### config.mk
export PLATFORM = sky130hd
export DESIGN_NAME = lusseq_top
export DESIGN_NICKNAME = d
export VERILOG_FILES = /design/src/design/lusseq_pkg.sv /design/src/design/lusseq_top.sv
export VERILOG_INCLUDE_DIRS = /design/src /design/src/design
export SDC_FILE = /design/constraint.sdc
export NUM_CORES = 1
export LEC_CHECK = 0
export BUFFER_PORTS_ARGS = -buffer_cell sky130_fd_sc_hd__buf_2
export CORE_AREA = 2 2 154 156
export CTS_BUF_LIST = sky130_fd_sc_hd__clkbuf_16
export DETAILED_ROUTE_END_ITERATION = 16
export DIE_AREA = 0 0 156 158
export PLACE_DENSITY = 0.59
export SYNTH_ARGS = -nofsm -noshare
export SYNTH_HDL_FRONTEND = slang
export SYNTH_SLANG_ARGS = --single-unit
### constraint.sdc
create_clock -name CORE_CLK -period 5 [get_ports CORE_CLK]
set_input_delay 0.25 -clock CORE_CLK [delete_from_list [all_inputs] [get_ports CORE_CLK]]
set_output_delay 0.25 -clock CORE_CLK [all_outputs]
set_load 0.01 [all_outputs]
### src/design/lusseq_defs.svh
// Timing and count constants for the line undervoltage start-up sequencer
`ifndef LUSSEQ_DEFS_SVH
`define LUSSEQ_DEFS_SVH
`define LUS_CLK_HZ          40000000
`define LUS_TEST_PULSES     3
`define LUS_HV_BURST_LEN    21
`define LUS_PEAK_WINDOW_US  11000
`define LUS_PEAK_WINDOW_CYC ((`LUS_CLK_HZ / 1000000) * `LUS_PEAK_WINDOW_US)
`define LUS_TEST_FREQ_HZ    1000
`define LUS_TEST_PERIOD_CYC (`LUS_CLK_HZ / `LUS_TEST_FREQ_HZ)
`define LUS_RESET_SHORT_US  1000
`define LUS_RESET_SHORT_CYC ((`LUS_CLK_HZ / 1000000) * `LUS_RESET_SHORT_US)
`define LUS_UV_DELAY_US     40000
`define LUS_UV_DELAY_CYC    ((`LUS_CLK_HZ / 1000000) * `LUS_UV_DELAY_US)
`define LUS_HV_ON_US        10
`define LUS_HV_ON_CYC       ((`LUS_CLK_HZ / 1000000) * `LUS_HV_ON_US)
`define LUS_HV_SMP_US       1000
`define LUS_HV_SMP_CYC      ((`LUS_CLK_HZ / 1000000) * `LUS_HV_SMP_US)
`define LUS_HV_WAIT_US      100000
`define LUS_HV_WAIT_CYC     ((`LUS_CLK_HZ / 1000000) * `LUS_HV_WAIT_US)
`endif

### src/design/lusseq_pkg.sv
// Types for the line undervoltage start-up sequencer
package lusseq_pkg;
    typedef enum logic [2:0] {
        LUS_CHARGE,
        LUS_TEST,
        LUS_RUN,
        LUS_RESET_WAIT,
        LUS_DRAIN,
        LUS_LATCHED
    } lusseq_state_e;

    typedef struct packed {
        logic bias_start_level;
        logic bias_restart_level;
        logic output_overvoltage;
        logic line_sample_valid;
    } lusseq_sense_s;
endpackage

### src/design/lusseq_top.sv
// Start-up qualification, brownout and X-capacitor monitor sequencer
`timescale 1ns/1ps
`default_nettype none
`include "lusseq_defs.svh"
module lusseq_top #(
    // All timings are overridable
    parameter int LW              = 10,
    parameter int PEAK_WINDOW_CYC = `LUS_PEAK_WINDOW_CYC,
    parameter int TEST_PERIOD_CYC = `LUS_TEST_PERIOD_CYC,
    parameter int RESET_SHORT_CYC = `LUS_RESET_SHORT_CYC,
    parameter int UV_DELAY_CYC    = `LUS_UV_DELAY_CYC,
    parameter int HV_ON_CYC       = `LUS_HV_ON_CYC,
    parameter int HV_SMP_CYC      = `LUS_HV_SMP_CYC,
    parameter int HV_WAIT_CYC     = `LUS_HV_WAIT_CYC
) (
    input  wire logic                   CORE_CLK,
    input  wire logic                   RESET,
    input  wire lusseq_pkg::lusseq_sense_s SENSE,
    input  wire logic [LW-1:0]          LINE_LEVEL,
    input  wire logic [LW-1:0]          LINE_TURN_ON_THRESHOLD,
    input  wire logic [LW-1:0]          LINE_TURN_OFF_THRESHOLD,
    input  wire logic                   LIGHT_LOAD,
    input  wire logic                   HV_AC_RIPPLE_OK,
    output logic                        HV_SOURCE_ON,
    output logic                        TEST_PULSE,
    output logic                        MIN_PEAK_DEMAND,
    output logic                        PWM_ENABLE,
    output logic                        LOW_POWER,
    output logic                        BIAS_DRAIN,
    output logic                        LATCHED_FAULT,
    output logic                        DC_FLAG,
    output logic                        XCAP_MONITOR_ON,
    output logic [LW-1:0]               LINE_PEAK
);
    localparam int TW = 32;

    lusseq_pkg::lusseq_state_e state;
    logic [TW-1:0] tmr;
    logic [1:0]    pulse_cnt;
    logic [TW-1:0] win_cnt;
    logic [LW-1:0] win_max;
    logic [TW-1:0] uv_cnt;
    logic          peak_valid;
    logic          uv_trip;
    logic          dc_event;
    logic          hv_sampling;
    logic [4:0]    hv_cnt;
    logic [TW-1:0] hv_tmr;
    logic          hv_in_wait;
    logic          hv_bad_seen;
    logic          mon_en;

    // ---------------------------------------------------------------
    // Main sequencer
    // ---------------------------------------------------------------
    always_ff @(posedge CORE_CLK or posedge RESET) begin
        if (RESET) begin
            state     <= lusseq_pkg::LUS_CHARGE;
            tmr       <= '0;
            pulse_cnt <= '0;
        end else begin
            case (state)
                lusseq_pkg::LUS_CHARGE: begin
                    tmr       <= '0;
                    pulse_cnt <= '0;
                    if (SENSE.bias_start_level) begin
                        state <= lusseq_pkg::LUS_TEST;
                    end
                end
                lusseq_pkg::LUS_TEST: begin
                    if (SENSE.output_overvoltage) begin
                        state <= lusseq_pkg::LUS_LATCHED;
                    end else if (tmr == TW'(TEST_PERIOD_CYC - 1)) begin
                        tmr <= '0;
                        if (pulse_cnt == 2'(`LUS_TEST_PULSES - 1)) begin
                            if (LINE_LEVEL > LINE_TURN_ON_THRESHOLD) begin
                                state <= lusseq_pkg::LUS_RUN;
                            end else begin
                                state <= lusseq_pkg::LUS_RESET_WAIT;
                            end
                        end else begin
                            pulse_cnt <= pulse_cnt + 2'd1;
                        end
                    end else begin
                        tmr <= tmr + TW'(1);
                    end
                end
                lusseq_pkg::LUS_RUN: begin
                    tmr <= '0;
                    if (uv_trip || dc_event) begin
                        state <= lusseq_pkg::LUS_RESET_WAIT;
                    end
                end
                lusseq_pkg::LUS_RESET_WAIT: begin
                    if (tmr == TW'(RESET_SHORT_CYC - 1)) begin
                        tmr   <= '0;
                        state <= lusseq_pkg::LUS_DRAIN;
                    end else begin
                        tmr <= tmr + TW'(1);
                    end
                end
                lusseq_pkg::LUS_DRAIN: begin
                    if (SENSE.bias_restart_level) begin
                        state <= lusseq_pkg::LUS_CHARGE;
                    end
                end
                lusseq_pkg::LUS_LATCHED: begin
                    tmr <= '0;
                    if (dc_event) begin
                        state <= lusseq_pkg::LUS_RESET_WAIT;
                    end
                end
                default: state <= lusseq_pkg::LUS_CHARGE;
            endcase
        end
    end

    // ---------------------------------------------------------------
    // Line peak capture and brownout persistence
    // ---------------------------------------------------------------
    always_ff @(posedge CORE_CLK or posedge RESET) begin
        if (RESET) begin
            win_cnt   <= '0;
            win_max   <= '0;
            LINE_PEAK <= '0;
            peak_valid <= 1'b0;
        end else if (state != lusseq_pkg::LUS_RUN) begin
            win_cnt <= '0;
            win_max <= '0;
            peak_valid <= 1'b0;
        end else if (win_cnt == TW'(PEAK_WINDOW_CYC - 1)) begin
            win_cnt   <= '0;
            peak_valid <= 1'b1;
            LINE_PEAK <= (LINE_LEVEL > win_max) ? LINE_LEVEL : win_max;
            win_max   <= '0;
        end else begin
            win_cnt <= win_cnt + TW'(1);
            if (SENSE.line_sample_valid && LINE_LEVEL > win_max) begin
                win_max <= LINE_LEVEL;
            end
        end
    end

    always_ff @(posedge CORE_CLK or posedge RESET) begin
        if (RESET) begin
            uv_cnt  <= '0;
            uv_trip <= 1'b0;
        // No brownout count until a full window has given a real peak
        end else if (state != lusseq_pkg::LUS_RUN || !peak_valid ||
                     LINE_PEAK >= LINE_TURN_OFF_THRESHOLD) begin
            uv_cnt  <= '0;
            uv_trip <= 1'b0;
        end else if (uv_cnt == TW'(UV_DELAY_CYC - 1)) begin
            uv_trip <= 1'b1;
        end else begin
            uv_cnt <= uv_cnt + TW'(1);
        end
    end

    // ---------------------------------------------------------------
    // X-capacitor monitor: burst sampling and DC detection
    // ---------------------------------------------------------------
    assign mon_en = (state == lusseq_pkg::LUS_LATCHED) ||
                    (state == lusseq_pkg::LUS_RUN && LIGHT_LOAD);

    always_ff @(posedge CORE_CLK or posedge RESET) begin
        if (RESET) begin
            hv_tmr      <= '0;
            hv_cnt      <= '0;
            hv_in_wait  <= 1'b0;
            hv_sampling <= 1'b0;
            hv_bad_seen <= 1'b0;
            dc_event    <= 1'b0;
        end else if (!mon_en) begin
            hv_tmr      <= '0;
            hv_cnt      <= '0;
            hv_in_wait  <= 1'b0;
            hv_sampling <= 1'b0;
            hv_bad_seen <= 1'b0;
            dc_event    <= 1'b0;
        end else if (hv_in_wait) begin
            dc_event    <= 1'b0;
            hv_sampling <= 1'b0;
            if (hv_tmr == TW'(HV_WAIT_CYC - 1)) begin
                hv_tmr     <= '0;
                hv_in_wait <= 1'b0;
            end else begin
                hv_tmr <= hv_tmr + TW'(1);
            end
        end else begin
            dc_event    <= 1'b0;
            hv_sampling <= (hv_tmr < TW'(HV_ON_CYC));
            if (hv_tmr == TW'(HV_ON_CYC - 1) && !HV_AC_RIPPLE_OK) begin
                hv_bad_seen <= 1'b1;
            end
            if (hv_tmr == TW'(HV_SMP_CYC - 1)) begin
                hv_tmr <= '0;
                if (hv_cnt == 5'(`LUS_HV_BURST_LEN - 1)) begin
                    hv_cnt      <= '0;
                    hv_in_wait  <= 1'b1;
                    dc_event    <= hv_bad_seen;
                    hv_bad_seen <= 1'b0;
                end else begin
                    hv_cnt <= hv_cnt + 5'd1;
                end
            end else begin
                hv_tmr <= hv_tmr + TW'(1);
            end
        end
    end

    // ---------------------------------------------------------------
    // Registered outputs
    // ---------------------------------------------------------------
    always_ff @(posedge CORE_CLK or posedge RESET) begin
        if (RESET) begin
            HV_SOURCE_ON    <= 1'b0;
            TEST_PULSE      <= 1'b0;
            MIN_PEAK_DEMAND <= 1'b0;
            PWM_ENABLE      <= 1'b0;
            LOW_POWER       <= 1'b0;
            BIAS_DRAIN      <= 1'b0;
            LATCHED_FAULT   <= 1'b0;
            DC_FLAG         <= 1'b0;
            XCAP_MONITOR_ON <= 1'b0;
        end else begin
            HV_SOURCE_ON    <= (state == lusseq_pkg::LUS_CHARGE &&
                                !SENSE.bias_start_level) ||
                               hv_sampling;
            TEST_PULSE      <= (state == lusseq_pkg::LUS_TEST) &&
                               !SENSE.output_overvoltage &&
                               (tmr == '0);
            MIN_PEAK_DEMAND <= (state == lusseq_pkg::LUS_TEST);
            PWM_ENABLE      <= (state == lusseq_pkg::LUS_RUN) &&
                               !uv_trip && !dc_event;
            LOW_POWER       <= (state == lusseq_pkg::LUS_RESET_WAIT);
            BIAS_DRAIN      <= (state == lusseq_pkg::LUS_DRAIN);
            LATCHED_FAULT   <= (state == lusseq_pkg::LUS_LATCHED);
            DC_FLAG         <= dc_event;
            XCAP_MONITOR_ON <= mon_en;
        end
    end
endmodule
`default_nettype wire

==> metrics.md, run 1 <==
| Metric | Value |
|---|---|
| Status | complete, but fails checks |
| Violated checks | hold timing |
| Die height | 158 µm |
| Post-synth EDFFs | 0 |
| Critical Path Fanout Max | 31 |
| Antenna Cells | 0 |
| All-Layer GR Usage | 0.186 |
| # port buffers | 56 |
| Layout area overhead | 11.3% |
| Vias per cell | 5.57 |
| Ys Warns | 0 |
| DR pass1 iterations | 5 |
| FF/Latch Area | 0.00433 mm² |
| Worst clock skew | 0.00954 ns |
| Gpl congestion | 0.777 |
| Critical path class | reg -> reg |
| Via count | 7773 |
| Crit path DAT | 3.77 ns |
| Clk Tree Root Cell | clkbuf_16 |
| Core outline area | 0.0231 mm² |
| Tightest Pin Transition | 1.23 ns |
| Hold_ws | -0.0242 ns |
| Hold Buf Count CTS | 0 |
| Die ar. | 0.0246 mm² |
| Most frequent cells in the layout | 173 x dfrtp_1, 129 x nor2_1, 75 x nand3_1 |
| Drc violations | 0 |
| Commonest non-fill, non-tap cell in the layout | dfrtp_1 |
| Sink Count | 173 |
| DR top layer | met4 |
| Synthesized area per cell | 9.24 µm² |
| Routed Antenna Nets | 0 |
| Wire length on met3 | 517 µm |
| Pleak | 4.44 nW |
| RSZ-0062 raised after global routing | no |
| CTS tree | built |
| Final wirelength | 21700 µm |
| Post-CTS Setup Inserts | 0 |
| Worst-Skew Late Latency | 0.42 ns |
| Number of global-route vias before repair | 7536 |
| H-tree depth | 4 |
| Ys flop type | dfrtp_1 |
| Pwr dens | 304 mW/mm² |
| Tmin final | 3.51 ns |
| Routed WL per cell | 15.5 µm |
| Fmax | 0.285 GHz |
| Initial Util | 0.424 |
| Fin util | 0.472 |
| Relative max-transition margin | 0.172 |
| Num CTS Buffers | 17 |
| Largest net degree at the start of global routing | 95 |
| Crit share post-route | 0.701 |
| Filler instances | 2204 |
| Worst Setup Start Kind | flip-flop |
| CP Capture Type | flip-flop |
| Setup TNS Final | 0 ns |
| First-pass GRT wire length | 37300 µm |
| # nets final | 1169 |
| Mapped Nets | 1134 |
| Wl on met1 | 11000 µm |
| Hold Vio Cnt, Final | 12 |
| Post-DP HPWL | 14600 µm |
| Final Max Slew Viols | 0 |
| Hold Crit Class | in -> async |
| VDD IR max | 0.200 mV |
| Initial DRC Count | 592 |
| Synthesized instance count | 1058 |
| Max-cap violations | 0 |
| Post-synthesis sequential area ratio | 0.443 |
| Crit path required time | 5.26 ns |
| Final setup viols | 0 |
| Async SR Flop Fraction | 1.00 |
| CTS Buffer Depth | 2 |
| Final Power | 3.31 mW |
| Post_cts resized | 0 |
| Synth unique cells | 64 |
| Clock-pin slew on the worst setup and hold paths | 0.06 ns |
| Initial antenna violation count | 0 |
| Die Width | 156 µm |
| Num rows | 56 |
| Share of cells above drive strength 1 | 0.104 |
| Total gr overflow | 0 |
| #FFs+latches synth | 173 |
| Top Ports | 57 |
| Multi-input gate area | 0.00506 mm² |
| WL met2 | 9990 µm |
| Mapped cell area | 0.00978 mm² |
## flip-flops by register name, summed over array words and instances (netlist names), 2 cells and up
signal,count
hv_tmr,32
LINE_PEAK,10
pulse_cnt,2
tmr,32
win_max,10
state,3
win_cnt,32
uv_cnt,32
hv_cnt,5
## final timing paths
path                       slack [ns]           from  cells after the start         endpoint
max                              1.49    win_cnt[26]                      5      win_cnt[30]
min                             -0.02          RESET                      2  XCAP_MONITOR_ON
max reg2reg                      1.49    win_cnt[26]                      5      win_cnt[30]
min reg2reg                      0.48     win_cnt[0]                      1       win_cnt[0]
max in group asynchronous        4.10          RESET                      3       win_max[3]
min in group CORE_CLK            0.10  LINE_LEVEL[0]                      3       win_max[0]
## cell families (layout without fill, tap and decap cells)
logic type	after synthesis	count (layout)	share of synthesized area
and+or+nand+nor	474	474	0.255
buffers and inverters	109	157	0.0439
xor gates and xnor gates	109	109	0.0976
DFF	173	173	0.443
AOI/OAI and AO/OA	142	142	0.0972
muxes	13	13	0.0146
adders and majority gates	38	38	0.0486
## worst max-delay path, stage by stage, from the launching register on
cell     delay [ns]
dfrtp_1        0.45
or4_1          0.55
nor4_1         0.47
nand3_1        0.71
nand2_1        1.05
nor2_1         0.12
## cell usage after synthesis (2+ instances only)
cell       instances  share of area
dfrtp_1          173           0.44
a31oi_1           13         0.0083
a2111o_1           2         0.0023
mux2i_1           12          0.012
nand2_1           58          0.022
nor2b_1            2         0.0013
nand2b_1           4         0.0026
a211oi_1          37          0.028
buf_1              3         0.0012
xnor2_1           55          0.049
buf_2             13         0.0067
o41ai_1            2         0.0018
inv_1             60          0.023
nor3_2             2         0.0020
nor4_1            33          0.021
a21oi_1           20          0.010
nor4b_1            2         0.0018
ha_1              38          0.049
o311ai_0           3         0.0027
clkbuf_1          32          0.012
nand4_1           47          0.030
and3_1            25          0.016
o21ai_1            2         0.0010
and4_1            11         0.0099
nand3b_1          10         0.0077
nand3_1           75          0.038
nor4bb_1           2         0.0020
nor3_1            28          0.014
or4_1             12         0.0092
nor3b_1            6         0.0046
o21ai_0           31          0.016
a21o_1             4         0.0031
nand4b_1           2         0.0018
o31ai_1           11         0.0084
xor2_1            54          0.048
or2_2              5         0.0032
nor2_1           129          0.050
a2111oi_0          2         0.0018
or3_1             11         0.0070
and2_1             3         0.0019
## routing by layer
layer	up-vias	GRT usage
met2	94	0.292
met1	3786	0.268
met3	13	0.0290
li1	3880	-
met5	-	0
met4	0	0.0516
## power by group
| group | leakage (nW) | switching [mW] | internal, mW |
|---|---|---|---|
| combinational | 1.82 | 0.353 | 0.174 |
| sequential | 2.35 | 0.0723 | 1.46 |
| clock | 0.267 | 0.566 | 0.685 |
## metrics by stage
stage	area, µm²	cells	setup WS [ns]	hold WS, ns
2_1_floorplan	9780	1058	0.0615	0.392
3_3_place_gp	10300	1364	1.53	0.474
3_5_place_dp	10300	1364	1.44	0.474
4_1_cts	10900	1396	1.43	0.0355
5_1_grt	10900	1396	1.09	0.0550
6_report	10900	1396	1.49	-0.0242
## layout make-up
| type | count | area share |
|---|---|---|
| tap | 290 | 0.0333 |
| clock inverter | 15 | 0.0115 |
| multi-input combinational | 776 | 0.464 |
| sequential | 173 | 0.398 |
| clock buffer | 17 | 0.0391 |
| inverter | 60 | 0.0211 |
| timing repair buffer | 65 | 0.0331 |
Power figures use the tool's default switching activity.
==> run 2, diff against run 1 <==
--- a/config.mk
+++ b/config.mk
@@ -6,11 +6,12 @@
 export SDC_FILE = /design/constraint.sdc
 export NUM_CORES = 1
 export LEC_CHECK = 0
+export ABC_AREA = 1
 export BUFFER_PORTS_ARGS = -buffer_cell sky130_fd_sc_hd__buf_2
-export CORE_AREA = 2 2 154 156
+export CORE_AREA = 2 2 165 167
 export CTS_BUF_LIST = sky130_fd_sc_hd__clkbuf_16
 export DETAILED_ROUTE_END_ITERATION = 16
-export DIE_AREA = 0 0 156 158
+export DIE_AREA = 0 0 167 169
 export PLACE_DENSITY = 0.59
 export SYNTH_ARGS = -nofsm -noshare
 export SYNTH_HDL_FRONTEND = slang
==> constraint.sdc (replaced) <==
create_clock -name CORE_CLK -period 3.15 [get_ports CORE_CLK]
set_input_delay 0.1575 -clock CORE_CLK [delete_from_list [all_inputs] [get_ports CORE_CLK]]
set_output_delay 0.1575 -clock CORE_CLK [all_outputs]
set_load 0.01 [all_outputs]
==> run 2 against run 1 <==
Net effect: the flow now finishes without violations; largest cell class unchanged; first-iteration DRC count grew 38%; synthesized cell count grew 52%; clock skew grew 0.0080 ns; sequential cell count is the same; maximum frequency grew 49%; largest power group unchanged; critical path depth grew 4.
==> metrics.md, run 2 <==
| Metric | Value |
|---|---|
| Share of cells above drive strength 1 | 0.0810 (was 0.104) |
| Total gr overflow | 0 (unchanged) |
| Status | complete, no violations (was complete, but fails checks) |
| DR top layer | met5 (was met4) |
| Wire length on met3 | 1010 µm (was 517 µm) |
| Top Ports | 57 (unchanged) |
| Post-synthesis sequential area ratio | 0.385 (was 0.443) |
| Layout area overhead | 10.8% (was 11.3%) |
| Sink Count | 173 (unchanged) |
| Fmax | 0.426 GHz (was 0.285 GHz) |
| Initial Util | 0.425 (was 0.424) |
| Clk Tree Root Cell | clkbuf_16 (unchanged) |
| Final Max Slew Viols | 0 (unchanged) |
| Wl on met1 | 14000 µm (was 11000 µm) |
| VDD IR max | 0.339 mV (was 0.200 mV) |
| Post-synth top area cell | dfrtp_1 (unchanged) |
| # nets final | 1741 (was 1169) |
| Adder-cell share of the synthesized area | 0.0422 (was 0.0486) |
| Ys flop type | dfrtp_1 (unchanged) |
| Commonest non-fill, non-tap cell in the layout | nand2_1 (was dfrtp_1) |
| DR pass1 iterations | 5 (unchanged) |
| Final Power | 4.96 mW (was 3.31 mW) |
| Mapped cell area | 0.0113 mm² (was 0.00978 mm²) |
| Vias per cell | 5.06 (was 5.57) |
| Async SR Flop Fraction | 1.00 (unchanged) |
| Critical path class | reg -> reg (unchanged) |
| Initial DRC Count | 815 (was 592) |
| Pleak | 5.64 nW (was 4.44 nW) |
| Area of placed instances | 0.0119 mm² (was 0.0103 mm²) |
| Number of global-route vias before repair | 10000 (was 7536) |
| Most frequent cells in the layout | 417 x nand2_1, 286 x nor2_1, 197 x inv_1 (was 173 x dfrtp_1, 129 x nor2_1, 75 x nand3_1) |
| Final instance area | 0.0125 mm² (was 0.0109 mm²) |
| Post-DP HPWL | 22700 µm (was 14600 µm) |
| Share of the synthesized area in the top cell type | 0.385 (was 0.443) |
| Area contributors post-synth | dfrtp_1 38%, nand2_1 14%, nor2_1 9.5%, inv_1 6.6%, nand3_1 5.1% (was dfrtp_1 44%, nor2_1 5.0%, xnor2_1 4.9%, ha_1 4.9%, xor2_1 4.8%) |
| Most frequent cell after synthesis | nand2_1 (was dfrtp_1) |
| H-tree depth | 4 (unchanged) |
| Xor and xnor area share after synthesis | 0.0607 (was 0.0976) |
| Synthesized instance count | 1608 (was 1058) |
| Ys Warns | 0 (unchanged) |
| Worst-Skew Late Latency | 0.44 ns (was 0.42 ns) |
| Hold Vio Cnt, Final | 0 (was 12) |
| Multiplexer share of the synthesized area | 0 (was 0.0146) |
| CTS tree | built (unchanged) |
| Post-synth top cells | 417 x nand2_1, 286 x nor2_1, 198 x inv_1 (was 173 x dfrtp_1, 129 x nor2_1, 75 x nand3_1) |
| Crit path required time | 3.48 ns (was 5.26 ns) |
| Critical Path Fanout Max | 12 (was 31) |
| Initial antenna violation count | 1 (was 0) |
| #FFs+latches synth | 173 (unchanged) |
| Synthesized area per cell | 7.00 µm² (was 9.24 µm²) |
| Hold Crit Class | in -> reg (was in -> async) |
| Final wirelength | 29500 µm (was 21700 µm) |
| Routed WL per cell | 14.6 µm (was 15.5 µm) |
| RSZ-0062 raised after global routing | no (unchanged) |
| Mapped Nets | 1684 (was 1134) |
| # port buffers | 56 (unchanged) |
| Gpl congestion | 0.932 (was 0.777) |
| Via count | 10200 (was 7773) |
| Clock-pin slew on the worst setup and hold paths | 0.07 ns (was 0.06 ns) |
| Largest net degree at the start of global routing | 44 (was 95) |
| Num CTS Buffers | 17 (unchanged) |
| Tightest Pin Transition | 0.764 ns (was 1.23 ns) |
| Routed Antenna Nets | 0 (unchanged) |
| Crit path DAT | 2.68 ns (was 3.77 ns) |
| Antenna Cells | 0 (unchanged) |
| Largest family of logic cells by synthesized area | simple AND/OR/NAND/NOR gates (unchanged) |
| Drc violations | 0 (unchanged) |
| Die Width | 167 µm (was 156 µm) |
| WL met2 | 14000 µm (was 9990 µm) |
| Relative max-transition margin | 0.488 (was 0.172) |
| Synth unique cells | 43 (was 64) |
| Crit share post-route | 0.745 (was 0.701) |
| CTS Buffer Depth | 2 (unchanged) |
| Post-synth EDFFs | 0 (unchanged) |
| Die ar. | 0.0282 mm² (was 0.0246 mm²) |
| Post-Synth Simple-Gate Area | 0.402 (was 0.255) |
| Pwr dens | 398 mW/mm² (was 304 mW/mm²) |
| All-Layer GR Usage | 0.217 (was 0.186) |
| Tmin final | 2.35 ns (was 3.51 ns) |
| Num rows | 60 (was 56) |
| Max-cap violations | 0 (unchanged) |
| Filler instances | 2701 (was 2204) |
| CP Capture Type | flip-flop (unchanged) |
| Setup TNS Final | 0 ns (unchanged) |
| Core outline area | 0.0265 mm² (was 0.0231 mm²) |
| Synth Area in Compound Gates | 0.0286 (was 0.0972) |
| Worst Setup Start Kind | flip-flop (unchanged) |
| First-pass GRT wire length | 50000 µm (was 37300 µm) |
| Worst clock skew | 0.0175 ns (was 0.00954 ns) |
| Die height | 169 µm (was 158 µm) |
| Final setup viols | 0 (unchanged) |
run 2: changes by cell type after synthesis, moves of 24 or more:
cell / before / now
nand3_1: 75 / 114
xnor2_1: 55 / 15
nor2_1: 129 / 286
nor4_1: 33 / 3
a211oi_1: 37 / 0
inv_1: 60 / 198
clkbuf_1: 32 / 8
nor3_1: 28 / 94
nand2_1: 58 / 417
run 2: worst paths after layout:
path / startpoint / endpoint / slack (ns) / cells past startpoint
max: win_max[9] / win_max[3] / 0.80 / 9
min: SENSE[1] / state[2] / 0.12 / 3
max reg2reg: win_max[9] / win_max[3] / 0.80 / 9
min reg2reg: hv_sampling / HV_SOURCE_ON / 0.46 / 2
max in group asynchronous: RESET / uv_cnt[2] / 2.01 / 4
min in group asynchronous: RESET / win_cnt[29] / 0.35 / 3
run 2: power breakdown:
part / switching (mW) / internal (mW) / leakage, nW
clock network: 1.02 / 1.05 / 0.280
logic: 0.368 / 0.195 / 3.04
registers: 0.0398 / 2.29 / 2.31
run 2: what timing repair did:
action,in CTS,in global routing
hold buffers,1,0
hold endpoints to repair,23,0
buffers inserted,0,0
gates resized for setup,0,0
run 2: kinds of logic after synthesis:
| logic type | count (synthesis) |
|---|---|
| compound gates | 58 |
| buf+inv | 231 |
| flops | 173 |
| xor+xnor | 78 |
| fa+ha+maj | 38 |
| simple gates | 1030 |
run 2: routing by layer:
metal  global-route usage  up-vias
met5                    0        -
met4               0.0585        2
met3               0.0299       35
met2                0.366      175
met1                0.293     4752
li1                     -     5244
run 2: final cells by class:
type                    count  area, µm²  area share
repair buffers             64        368      0.0295
inverters                 205        773      0.0620
well taps                 341        427      0.0342
clock buffers              17        425      0.0341
flip-flops and latches    173       4330       0.347
clock inverters            15        149      0.0119
multi-input cells        1204       6010       0.481
run 2: worst max-delay path, cell delays in order (launching register included):
cell and delay, ns:
dfrtp_1 0.35, inv_1 0.06, ha_1 0.29, nand2_1 0.06
nor2_1 0.18, nand4_1 0.38, nand3_1 0.50, nand2_2 0.24
nand2_1 0.11, nand2_1 0.05
run 2: metrics by stage:
step	utilization	hold slack [ns]	setup WS (ns)	instances
final	0.471	0.117	0.803	2019
after global routing	0.471	0.135	0.446	2019
after CTS	0.471	0.109	0.809	2019
after detailed placement	0.449	0.284	0.815	1986
after global placement	0.449	0.284	0.877	1986
after floorplan	-	0.342	0.782	1608
